File: src/shared/dbu_pkg.sv
// Shared constants, types and decode for the delayed branch unit.
// Assumes 16-bit instruction words and a 32-bit program counter.
package dbu_pkg;

  // ****************************************
  // Encodings and timing counts
  // ****************************************
  localparam logic [3:0]  DBU_FAR_HI     = 4'h0;   // Far forms, top nibble
  localparam logic [7:0]  DBU_FAR_BR_LO  = 8'h23;  // Far relative branch
  localparam logic [7:0]  DBU_FAR_CL_LO  = 8'h03;  // Far subroutine call
  localparam logic [3:0]  DBU_REL_CL_HI  = 4'hB;   // Relative call
  localparam logic [7:0]  DBU_BT_HI      = 8'h89;  // Branch if flag set
  localparam logic [31:0] DBU_REF_OFS    = 32'h0000_0004; // Ref PC offset
  localparam logic [1:0]  DBU_BT_EXTRA   = 2'h2;   // Taken: 3 cycles total
  localparam logic [31:0] DBU_PC_RST     = 32'h0000_0000; // Reset value

  // ****************************************
  // Types
  // ****************************************
  // Kind of instruction seen by the unit
  typedef enum logic [2:0] {
    DBU_K_NONE   = 3'h0,
    DBU_K_FAR_BR = 3'h1,
    DBU_K_REL_CL = 3'h2,
    DBU_K_FAR_CL = 3'h3,
    DBU_K_BT     = 3'h4
  } dbu_kind_t;

  // Gray-coded sequencer states
  typedef enum logic [1:0] {
    DBU_S_IDLE  = 2'b00,
    DBU_S_STALL = 2'b01,
    DBU_S_SLOT  = 2'b11,
    DBU_S_BTW   = 2'b10
  } dbu_state_t;

  // Instruction handed over by decode
  typedef struct packed {
    logic        valid;    // Word present
    logic [15:0] word;     // Instruction word
    logic [31:0] pc;       // Its own address
    logic [31:0] src_val;  // Source register, field [11:8]
    logic        t_flag;   // Condition flag
    logic        other_br; // Some other branch form
  } dbu_inst_t;

  // Control toward execute and exception logic
  typedef struct packed {
    logic        redirect;     // Pulse: load target into PC
    logic [31:0] target;       // Branch target
    logic        ret_wr;       // Pulse: write return address
    logic [31:0] ret_val;      // Return address value
    logic        int_block;    // Level: refuse interrupts
    logic        aerr_block;   // Level: refuse address errors
    logic        illegal_slot; // Pulse: illegal slot exception
    logic        suppress;     // Pulse: do not execute that word
    logic        recover;      // Pulse: re-execute the call
    logic [31:0] recover_pc;   // Address of the call
  } dbu_ctl_t;

  // ****************************************
  // Decode
  // ****************************************
  // Classify one instruction word
  function automatic dbu_kind_t dbu_decode(input logic [15:0] w);
    dbu_kind_t k;
    k = DBU_K_NONE;
    if (w[15:12] == DBU_FAR_HI && w[7:0] == DBU_FAR_BR_LO) begin
      k = DBU_K_FAR_BR;
    end else if (w[15:12] == DBU_FAR_HI && w[7:0] == DBU_FAR_CL_LO) begin
      k = DBU_K_FAR_CL;
    end else if (w[15:12] == DBU_REL_CL_HI) begin
      k = DBU_K_REL_CL;
    end else if (w[15:8] == DBU_BT_HI) begin
      k = DBU_K_BT;
    end
    return k;
  endfunction

endpackage

File: src/hw/dbu_target_calc.sv
// Branch target arithmetic for the delayed branch unit.
// Assumes the source register value is read before any slot update.
`timescale 1ns/10ps
module dbu_target_calc (
  // Instruction
  input  wire logic [15:0]         word,
  input  wire logic [31:0]         pc,
  input  wire logic [31:0]         src_val,
  input  wire dbu_pkg::dbu_kind_t  kind,
  // Results
  output logic      [31:0]         ref_pc,
  output logic      [31:0]         target
);

  // ****************************************
  // Displacements
  // ****************************************
  logic [31:0] disp12;  // Sign-extended, doubled 12-bit
  logic [31:0] disp8;   // Sign-extended, doubled 8-bit

  // Second instruction after the branch
  // RULE3: reference PC
  assign ref_pc = pc + dbu_pkg::DBU_REF_OFS;

  // RULE6: doubled 12-bit
  assign disp12 = {{19{word[11]}}, word[11:0], 1'b0};
  // RULE12: doubled 8-bit
  assign disp8  = {{23{word[7]}}, word[7:0], 1'b0};

  // Target by kind
  always_comb begin
    case (kind)
      // RULE2: plus source register
      dbu_pkg::DBU_K_FAR_BR: target = ref_pc + src_val;
      // RULE10: plus source register
      dbu_pkg::DBU_K_FAR_CL: target = ref_pc + src_val;
      dbu_pkg::DBU_K_REL_CL: target = ref_pc + disp12;
      dbu_pkg::DBU_K_BT:     target = ref_pc + disp8;
      default:               target = ref_pc;
    endcase
  end

endmodule

File: src/hw/dbu_branch_unit.sv
// Delayed branch unit: sequencing, slot checks and control pulses.
// Assumes decode offers one word per cycle when ready is high and
// that the register file reads field [11:8] in the same cycle.
// Exception inputs are looked at while a call waits for its slot;
// a re-execution exception with no fetch exception then restarts the call.
//
// Function
// RULE1: slot first, target from pre-slot registers
// RULE2: far branch adds source register, 2 cycles
// RULE3: reference PC is branch address plus four
// RULE4: far branch blocks interrupts, address errors
// RULE5: branch after unconditional branch is illegal
// RULE6: relative call saves PC, doubled displacement
// RULE7: calls block interrupts until slot
// RULE8: slot sees updated return address
// RULE9: return address kept; call re-executed
// RULE10: far call saves PC, adds register
// RULE11: flag set branches, no delay slot
// RULE12: eight-bit displacement sign-extended, doubled
// RULE13: taken three cycles, not taken one
// RULE14: these branches in slot are illegal
// RULE15: illegal slot suppressed, exception raised
`timescale 1ns/10ps
module dbu_branch_unit (
  // Clock and reset
  input  wire logic                mclk,
  input  wire logic                reset_n,
  // Instruction from decode
  input  wire dbu_pkg::dbu_inst_t  inst,
  // Slot exception report from execute
  input  wire logic                slot_reexec_exc,
  input  wire logic                slot_fetch_exc,
  // Flow control toward decode
  output logic                     inst_ready,
  // Control toward execute and exceptions
  output dbu_pkg::dbu_ctl_t        ctl
);

  // ****************************************
  // State
  // ****************************************
  typedef struct packed {
    dbu_pkg::dbu_state_t st;       // Sequencer state
    logic [1:0]          cnt;      // Stall count for taken flag branch
    logic [31:0]         target;   // Captured target
    logic [31:0]         ret;      // Captured return address
    logic [31:0]         br_pc;    // Address of the pending branch
    logic                is_call;  // Pending branch is a call
    logic                is_far;   // Pending far relative branch
    logic                ready;    // Word accept flag
    dbu_pkg::dbu_ctl_t   ctl;      // Registered control outputs
  } dbu_regs_t;

  dbu_regs_t          state_r;    // Registered state
  dbu_regs_t          state_nxt;  // Next state
  dbu_pkg::dbu_kind_t kind;       // Kind of offered word
  logic [31:0]        ref_pc;     // Reference PC of offered word
  logic [31:0]        target;     // Target of offered word
  logic               take;       // Word accepted this cycle
  logic               slot_br;    // Offered word is any branch

  // ****************************************
  // Decode and target arithmetic
  // ****************************************
  // Classify the offered word
  assign kind    = dbu_pkg::dbu_decode(inst.word);
  // Handshake with decode
  assign take    = inst.valid && state_r.ready;
  // Any branch form, ours or not
  assign slot_br = (kind != dbu_pkg::DBU_K_NONE) || inst.other_br;

  // Target from the registers as offered now
  dbu_target_calc u_calc (
    .word    (inst.word),
    .pc      (inst.pc),
    .src_val (inst.src_val),
    .kind    (kind),
    .ref_pc  (ref_pc),
    .target  (target)
  );

  // ****************************************
  // Next-state logic
  // ****************************************
  always_comb begin
    // Hold everything by default
    state_nxt = state_r;
    // Pulses last one cycle
    state_nxt.ctl.redirect     = 1'b0;
    state_nxt.ctl.ret_wr       = 1'b0;
    state_nxt.ctl.illegal_slot = 1'b0;
    state_nxt.ctl.suppress     = 1'b0;
    state_nxt.ctl.recover      = 1'b0;
    // Sequencer
    case (state_r.st)
      // Waiting for a branch
      dbu_pkg::DBU_S_IDLE: begin
        if (take) begin
          case (kind)
            // Delayed forms: far branch and both calls
            dbu_pkg::DBU_K_FAR_BR,
            dbu_pkg::DBU_K_REL_CL,
            dbu_pkg::DBU_K_FAR_CL: begin
              // RULE1: target latched now
              state_nxt.target  = target;
              state_nxt.ret     = ref_pc;
              state_nxt.br_pc   = inst.pc;
              state_nxt.is_call = (kind != dbu_pkg::DBU_K_FAR_BR);
              state_nxt.is_far  = (kind == dbu_pkg::DBU_K_FAR_BR);
              state_nxt.st      = dbu_pkg::DBU_S_STALL;
              // RULE2: second cycle stall
              state_nxt.ready   = 1'b0;
              // RULE7: interrupts held off
              state_nxt.ctl.int_block  = 1'b1;
              // RULE4: address errors held off
              state_nxt.ctl.aerr_block = (kind == dbu_pkg::DBU_K_FAR_BR);
            end
            dbu_pkg::DBU_K_BT: begin
              // RULE11: branch only when flag set
              if (inst.t_flag) begin
                // Two more cycles before the jump
                state_nxt.target = target;
                state_nxt.cnt    = dbu_pkg::DBU_BT_EXTRA;
                state_nxt.st     = dbu_pkg::DBU_S_BTW;
                state_nxt.ready  = 1'b0;
              end else begin
                // RULE13: not taken, next word at once
                state_nxt.st     = dbu_pkg::DBU_S_IDLE;
              end
            end
            // Not a branch of ours
            default: begin
              state_nxt.st = dbu_pkg::DBU_S_IDLE;
            end
          endcase
        end
      end
      // Second cycle of a delayed branch
      dbu_pkg::DBU_S_STALL: begin
        if (state_r.is_call) begin
          // RULE8: write before slot
          state_nxt.ctl.ret_wr  = 1'b1;
          state_nxt.ctl.ret_val = state_r.ret;
        end
        // Slot word may come next cycle
        state_nxt.ready = 1'b1;
        state_nxt.st    = dbu_pkg::DBU_S_SLOT;
      end
      // Waiting for the slot word
      dbu_pkg::DBU_S_SLOT: begin
        if (take) begin
          // Blocks drop once the slot is in
          state_nxt.st             = dbu_pkg::DBU_S_IDLE;
          state_nxt.ctl.int_block  = 1'b0;
          state_nxt.ctl.aerr_block = 1'b0;
          if (slot_br) begin
            // RULE5: branch in slot
            // RULE14: ours in slot
            // RULE15: suppress and raise
            state_nxt.ctl.illegal_slot = 1'b1;
            state_nxt.ctl.suppress     = 1'b1;
          end else begin
            // RULE1: transfer after slot
            state_nxt.ctl.redirect = 1'b1;
            state_nxt.ctl.target   = state_r.target;
          end
        end
      end
      // Extra cycles of a taken flag branch
      dbu_pkg::DBU_S_BTW: begin
        // RULE13: three cycles taken
        state_nxt.cnt = state_r.cnt - 2'h1;
        if (state_r.cnt == 2'h1) begin
          // Jump on the last extra cycle
          state_nxt.ctl.redirect = 1'b1;
          state_nxt.ctl.target   = state_r.target;
          state_nxt.ready        = 1'b1;
          state_nxt.st           = dbu_pkg::DBU_S_IDLE;
        end
      end
      // Unused code
      default: begin
        state_nxt.st    = dbu_pkg::DBU_S_IDLE;
        state_nxt.ready = 1'b1;
      end
    endcase
    // RULE9: keep return address, re-run call
    // Only while a call's slot is pending, never for a stale call
    if (slot_reexec_exc && !slot_fetch_exc && state_r.is_call &&
        state_r.st == dbu_pkg::DBU_S_SLOT) begin
      state_nxt.ctl.recover    = 1'b1;
      state_nxt.ctl.recover_pc = state_r.br_pc;
      state_nxt.ctl.redirect   = 1'b0;
      // Back to idle so the re-run call is not taken as a slot
      state_nxt.st             = dbu_pkg::DBU_S_IDLE;
      state_nxt.ready          = 1'b1;
      state_nxt.ctl.int_block  = 1'b0;
      state_nxt.ctl.aerr_block = 1'b0;
    end
  end

  // ****************************************
  // State register
  // ****************************************
  always_ff @(posedge mclk or negedge reset_n) begin
    if (!reset_n) begin
      // Outputs quiet, pulses low
      state_r                <= '0;
      state_r.st             <= dbu_pkg::DBU_S_IDLE;
      // Ready to take a word out of reset
      state_r.ready          <= 1'b1;
      state_r.target         <= dbu_pkg::DBU_PC_RST;
      state_r.ctl.target     <= dbu_pkg::DBU_PC_RST;
    end else begin
      state_r <= state_nxt;
    end
  end

  // ****************************************
  // Outputs
  // ****************************************
  // Both straight from the state register
  assign inst_ready = state_r.ready;
  assign ctl        = state_r.ctl;

endmodule

File: config.mk
export PLATFORM = sky130hd
export DESIGN_NAME = dbu_branch_unit
export DESIGN_NICKNAME = d
export VERILOG_FILES = /design/src/shared/dbu_pkg.sv /design/src/hw/dbu_target_calc.sv /design/src/hw/dbu_branch_unit.sv
export SDC_FILE = /design/constraint.sdc
export NUM_CORES = 1
export LEC_CHECK = 0
export ABC_AREA = 0
export ABC_CLOCK_PERIOD_IN_PS = 2500
export BUFFER_PORTS_ARGS = -buffer_cell sky130_fd_sc_hd__buf_4
export CORE_MARGIN = 4
export CORE_UTILIZATION = 53
export DETAILED_ROUTE_END_ITERATION = 6
export GPL_TIMING_DRIVEN = 0
export HOLD_SLACK_MARGIN = 0.06
export PLACE_DENSITY_LB_ADDON = 0.08
export SLEW_MARGIN = 10
export SYNTH_ARGS = -nofsm -noshare
export SYNTH_HDL_FRONTEND = slang
export SYNTH_SLANG_ARGS = --single-unit
File: constraint.sdc
create_clock -name mclk -period 2.5 [get_ports mclk]
set_input_delay 0.25 -clock mclk [delete_from_list [all_inputs] [get_ports mclk]]
set_output_delay 0.25 -clock mclk [all_outputs]
set_load 0.01 [all_outputs]
==> results of run 1 <==
-- registers in the layout, summed over array words and instances (netlist names) --
signal      cells
state_r        99
inst_ready      1
ctl           102
-- metal layers --
layer	track usage	vias up	part of all wire	wire, um
met4	0.0819	0	0.031	1130
li1	-	5214	-	-
met1	0.367	5281	0.43	15900
met2	0.452	366	0.48	17600
met3	0.0434	76	0.057	2090
met5	0	-	0	0
-- final timing paths --
path,startpoint,depth (start not counted),endpoint
worst max-delay path,inst[42],16,state_r[198]
worst min-delay path,inst[48],3,state_r[120]
worst max register to register,state_r[204],9,state_r[196]
worst min register to register,state_r[129],2,ctl[23]
max in group asynchronous,reset_n,3,ctl[59]
min in group asynchronous,reset_n,2,ctl[73]
-- cell usage in the layout (no fill, tap or decap), types with 23 or more instances in the layout --
| cell type | count |
|---|---|
| a21oi_1 | 49 |
| xnor2_1 | 29 |
| o21ai_0 | 60 |
| a21o_1 | 28 |
| ha_4 | 25 |
| ha_1 | 42 |
| nor2_1 | 46 |
| clkbuf_16 | 23 |
| clkbuf_1 | 23 |
| dfrtp_1 | 201 |
| mux2_2 | 94 |
| nand2_1 | 231 |
| buf_4 | 336 |
| inv_1 | 32 |
| dlygate4sd3_1 | 29 |
-- power groups by stage --
stage | logic [mW] | clock network (mW) | registers (mW)
finish | 1.83 | 3.44 | 3.27
global route | 1.96 | 3.63 | 3.27
CTS | 1.71 | 3.50 | 3.27
detailed placement | 1.37 | 0 | 3.33
global placement | 1.34 | 0 | 3.33
floorplan | 0.899 | 0 | 3.33
-- critical path: cells and delay by family --
kind	cells	cell delay (ps)
AOI/OAI and AO/OA	2	750
xor gates and xnor gates	1	200
adders and majority gates	1	220
buffers and inverters	4	480
muxes	1	170
and+or+nand+nor	7	1650
-- cell type report --
cell class | count | area (um2) | share of cell area
inverter | 39 | 168 | 0.00957
clock buffer | 29 | 628 | 0.0359
clock inverter | 9 | 129 | 0.00736
buffer | 145 | 993 | 0.0567
tap | 319 | 399 | 0.0228
multi-input combinational | 952 | 7780 | 0.444
timing repair buffer | 286 | 2360 | 0.135
sequential | 202 | 5060 | 0.289
-- cell families after synthesis --
| group | count (synthesis) | share of synthesized area |
|---|---|---|
| XOR/XNOR | 79 | 0.0555 |
| multiplexers | 100 | 0.0888 |
| flip-flops | 202 | 0.401 |
| AO/OA/AOI/OAI | 292 | 0.147 |
| AND/OR/NAND/NOR | 410 | 0.145 |
| adder cells (fa/ha/maj) | 71 | 0.0717 |
| buffers and inverters | 190 | 0.0903 |
-- timing repair --
action,in CTS,in global routing
hold buffers,29,0
endpoints found under the setup margin,128,40
gates resized for setup,180,40
pin swaps,74,28
endpoints found under the hold margin,120,0
setup buffers,56,10
==> key figures, run 1 <==
Status
  • Status: complete, but fails checks
  • Violations in the final reports: setup timing

Layout
  • Number of nets in the final layout: 1807
  • Area growth syn-to-layout: 39.0%
  • Fraction of layout instances using a drive strength above 1: 0.418
  • FILL cells: 1643
  • Layout Cells excl Fill: 1981
  • Util after Layout: 0.748
  • Count of inserted antenna diode cells: 0
  • Final Instance Area: 17500 um2

Synth
  • Portion of synthesized cell area occupied by the leading cell type: 0.399
  • Async set or reset register ratio after synthesis: 1.00
  • Warnings, synthesis: 0
  • Top_reg_cell synth: dfrtp_1
  • Post-synthesis area per instance: 9.37 um2
  • Number of cells produced by synthesis: 1344
  • Synth Net Count: 1502
  • Top cells by area, synth: dfrtp_1, mux2_2, nand2_1
  • Share of synthesized area occupied by flip-flops and latches: 0.401
  • Register bit total from synthesis: 202
  • Number of enable flip-flop cells after synthesis: 0
  • Cell with the most instances after synthesis: nand2_1
  • Cell variety after synth: 78
  • Area leader, netlist: dfrtp_1
  • Most frequent cells after synthesis: nand2_1, dfrtp_1, buf_4, mux2_2, o21ai_0
  • Post-synth design cell area: 12600 um2

STA
  • Share of the clock period used by the worst path after layout: 1.32
  • Number of endpoints failing setup at the final stage: 19
  • Maximum clock frequency: 0.304 GHz
  • Hold Vio Cnt, Final: 0
  • Final worst hold slack: 92.9 ps
  • Final number of max-transition violations: 0
  • Worst Setup Slack, final: -792 ps
  • Setup tns final: -7850 ps
  • Max-slew headroom at the worst pin: 0.410
  • Worst-case clock skew: 14.0 ps
  • Time the worst path needs with I/O delays and setup: 3290 ps
  • Slew at the pin with the worst max-slew slack: 885 ps
  • Unrepaired setup endpoints after global routing: yes

Die
  • Core ar.: 23400 um2
  • Chip height: 162 um
  • Chip Width: 162 um
  • IO Pins: 191
  • Initial cell density of the core: 0.538
  • Area of the die: 26300 um2
  • Site row count: 56

Route
  • First-pass DRT Iterations: 5
  • Per-cell routed wire length: 18.6 um
  • Count of vias placed by the detailed router: 10900
  • Number of remaining DRC errors: 0
  • Iteration-0 DRC Markers: 744
  • Via-to-Cell Ratio: 5.52
  • Routed Antenna Nets: 0
  • Final WL: 36.8 mm

CTS
  • Clock tree from TritonCTS: built
  • Maximum level of the CTS H-tree: 1
  • Clock sink count: 202
  • Clock root cell: clkbuf_16
  • Later-pin clock latency in the skew report: 510 ps
  • Total CTS buffers: 23
  • Clock slew seen by the registers of the worst setup and hold paths: 70 ps
  • Bufs on Longest Clock Path: 3

Power and ir drop
  • Share of total power consumed by net switching: 0.277
  • Share of power burned in the clock network: 0.403
  • Sw power: 2.36 mW
  • Total internal power: 6.18 mW
  • Sequential power share: 0.383
  • Final Power: 8.54 mW
  • P_leak: 8.59 nW
  • Worst IR Drop VDD: 0.512 mV
  • Fraction of power consumed by combinational cells: 0.215
  • Power density over cell area: 488 nW/um2

Global route
  • Via count of the first global-routing pass: 11000
  • Maximum number of pins on one net before global-route repair: 110
  • Remaining global-route overflow: 0
  • First-pass GRT wire length: 57.3 mm
  • Number of antenna violations at the first check in global routing: 0
  • Overall fraction of global-route tracks in use: 0.271

Worst setup path
  • Crit path arrival time: 3730 ps
  • Worst stage delay on the critical path: 610 ps
  • Kind of start point of the critical path: input pin
  • Slack of the worst reg-to-reg path: 40 ps
  • Critical path peak fanout: 5
  • Critical-path cell with the highest stage delay: or4_4
  • Worst path required time: 2940 ps
  • Critical path endpoint category: flip-flop
  • Classification of the worst setup path: in -> reg
  • Crit path cell chain: buf_8, nand3_4, or4_4, or4_4, buf_6, nor2_4, xor2_4, buf_4, buf_6, ha_4, nand2_1, nand2_2, a2111oi_0, mux2i_1, nor2_1, o32a_1

Placement
  • Final Wtd Congestion: 0.943
  • Pre-CTS setup slack: -1470 ps
  • Cell Area, Placed: 14900 um2
  • Detailed-placement wirelength estimate: 25.6 mm
  • Cell count after placement: 1854
  • Port buffer count: 190

Flow run
  • Count of maximum capacitance violations: 0

Min path
  • Class of the tightest hold or removal check: in -> reg
Power figures use the tool's default switching activity.
==> run 2: changes to the inputs <==
--- a/config.mk
+++ b/config.mk
@@ -13,7 +13,7 @@
 export DETAILED_ROUTE_END_ITERATION = 6
 export GPL_TIMING_DRIVEN = 0
 export HOLD_SLACK_MARGIN = 0.06
-export PLACE_DENSITY_LB_ADDON = 0.08
+export PLACE_DENSITY = 0.82
 export SLEW_MARGIN = 10
 export SYNTH_ARGS = -nofsm -noshare
 export SYNTH_HDL_FRONTEND = slang
==> key figures, run 2 (synthesis results as in run 1) <==
STA
  • Max-slew headroom at the worst pin: 0.409 (-0.000556)
  • Worst-case clock skew: 11.3 ps (-2.71 ps)
  • Time the worst path needs with I/O delays and setup: 3310 ps (+15.9 ps)
  • Worst Setup Slack, final: -808 ps (-15.9 ps)
  • Number of endpoints failing setup at the final stage: 20 (+1)
  • Share of the clock period used by the worst path after layout: 1.32 (+0.00636)
  • Setup tns final: -7890 ps (-37.5 ps)
  • Unrepaired setup endpoints after global routing: yes
  • Hold Vio Cnt, Final: 0 (unchanged)
  • Slew at the pin with the worst max-slew slack: 886 ps (+0.834 ps)
  • Maximum clock frequency: 0.302 GHz (-0.48%)
  • Final number of max-transition violations: 0 (unchanged)

Die
  • Initial cell density of the core: 0.538 (unchanged)
  • IO Pins: 191 (unchanged)
  • Area of the die: 26300 um2 (unchanged)
  • Chip Width: 162 um (unchanged)
  • Core ar.: 23400 um2 (unchanged)
  • Site row count: 56 (unchanged)
  • Chip height: 162 um (unchanged)

CTS
  • Clock slew seen by the registers of the worst setup and hold paths: 60 ps (about the same)
  • Bufs on Longest Clock Path: 3 (unchanged)
  • Total CTS buffers: 21 (-8.7%)
  • Maximum level of the CTS H-tree: 1 (unchanged)
  • Later-pin clock latency in the skew report: 510 ps (about the same)
  • Clock tree from TritonCTS: built
  • Clock root cell: clkbuf_16
  • Clock sink count: 202 (unchanged)

Route
  • Routed Antenna Nets: 0 (unchanged)
  • Met2 routed WL: 19.4 mm (+10%)
  • Final WL: 39.5 mm (+7.5%)
  • Per-cell routed wire length: 19.9 um (+7.3%)
  • Number of remaining DRC errors: 0 (unchanged)
  • Wire length on met1: 15.9 mm (+0.10%)
  • First-pass DRT Iterations: 6 (+1)
  • Routed wl met3: 2.60 mm (+24%)
  • Count of vias placed by the detailed router: 11200 (+2.8%)
  • Via-to-Cell Ratio: 5.67 (+2.7%)
  • Iteration-0 DRC Markers: 929 (+25%)
  • Highest routed metal layer: met4

Worst setup path
  • Cell count of the worst reg-to-reg path: 9 (unchanged)
  • Critical path peak fanout: 6 (+1)
  • Worst path required time: 2930 ps (about the same)
  • Crit path arrival time: 3740 ps (about the same)
  • Kind of start point of the critical path: input pin
  • Classification of the worst setup path: in -> reg
  • Critical path endpoint category: flip-flop

Power and ir drop
  • Power density over cell area: 469 nW/um2 (-3.8%)
  • Worst IR Drop VDD: 0.372 mV (-27%)
  • Final Power: 8.24 mW (-3.6%)
  • P_leak: 8.56 nW (-0.36%)

Layout
  • Area growth syn-to-layout: 39.4%
  • Max reg flops: 102 (unchanged)
  • Util after Layout: 0.750 (+0.00187)
  • Number of nets in the final layout: 1809 (+0.11%)
  • Count of inserted antenna diode cells: 0 (unchanged)
  • Highest-count cells in the layout ignoring fill and taps: buf_4, nand2_1, dfrtp_1
  • FILL cells: 1555 (-5.4%)
  • Area taken by flip-flops and latches: 5060 um2 (unchanged)
  • Final Instance Area: 17600 um2 (+0.25%)
  • Area taken by multi-input logic gates: 7850 um2 (+0.93%)
  • Largest register by flop count: ctl
  • Most frequent standard cell in the layout excluding fill and tap cells: buf_4
  • Fraction of layout instances using a drive strength above 1: 0.424 (+0.00611)

Placement
  • Pre-CTS setup slack: -1450 ps (+13.6 ps)
  • Detailed-placement wirelength estimate: 26.2 mm (+2.1%)
  • Final Wtd Congestion: 0.905 (-4.0%)
  • Cell Area, Placed: 14900 um2 (unchanged)
  • Port buffer count: 190 (unchanged)

Min path
  • Count of cells along the worst hold path: 2 (-1)
  • Class of the tightest hold or removal check: in -> reg

Global route
  • First-pass GRT wire length: 59.5 mm (+3.8%)
  • Via count of the first global-routing pass: 11400 (+3.7%)
  • Number of antenna violations at the first check in global routing: 0 (unchanged)
  • Remaining global-route overflow: 0 (unchanged)
  • Overall fraction of global-route tracks in use: 0.281 (+0.00977)
  • Maximum number of pins on one net before global-route repair: 110 (unchanged)

Status
  • Violations in the final reports: setup timing
  • Status: complete, but fails checks

Flow run
  • Count of maximum capacitance violations: 0 (unchanged)
-- run 2: changes by cell type in the layout (fill, tap and decap cells not counted), sizes merged --
cell,change
buf,+9
clkinvlp,-1
clkinv,+2
dlygate4sd3,-3
clkbuf,-5
bufinv,-1
o21a,+1
-- run 2: metal layers --
layer | GRT usage | vias up
li1 | - | 5223
met1 | 0.371 | 5433
met2 | 0.479 | 469
met3 | 0.0345 | 120
met4 | 0.101 | 0
met5 | 0 | -
-- run 2: where the power goes --
part / leakage [nW] / switching [mW] / internal (mW)
sequential: 2.80 / 0.00000328 / 3.27
combinational: 5.43 / 1.01 / 0.845
clock: 0.326 / 1.30 / 1.81
-- run 2: final timing paths --
path,from,to,slack (ps)
max in group asynchronous,reset_n,ctl[4],1170
min in group asynchronous,reset_n,ctl[34],380
worst min-delay path,inst[45],state_r[117],50
worst min register to register,state_r[122],ctl[16],460
worst max-delay path,inst[36],state_r[199],-810
worst max register to register,state_r[204],state_r[196],20
-- run 2: repair_timing --
item,4_1_cts,5_1_grt
gates cloned,0,1
setup buffers,52,24
endpoints found under the hold margin,116,1
hold buffers,25,1
resized for setup,165,66
pin swaps,73,63
endpoints found under the setup margin,128,115
-- run 2: layout make-up --
class,count,area share
multi-input combinational,953,0.447
sequential,202,0.288
timing repair buffer,292,0.139
buffer,142,0.0555
clock buffer,27,0.0324
tap,319,0.0227
inverter,39,0.00919
clock inverter,9,0.00570
-- run 2: metrics by stage --
stage / hold slack (ps) / std cells
5_1_grt: 69.0 / 1983
3_3_place_gp: 446 / 1853
4_1_cts: 61.8 / 1960
2_1_floorplan: -45.6 / 1344
6_report: 52.6 / 1983
3_5_place_dp: 323 / 1854
-- run 2: worst max-delay path, cell delays in order --
cell,delay (ps)
buf_12,90
ha_4,140
nand4_1,250
nor3_4,290
buf_6,150
nand2_2,80
xnor2_2,290
ha_2,390
inv_1,110
o22ai_1,90
a31o_2,220
or3_1,350
o21ba_4,260
o311ai_1,120
a21oi_1,240
mux2i_1,250
o22a_1,160
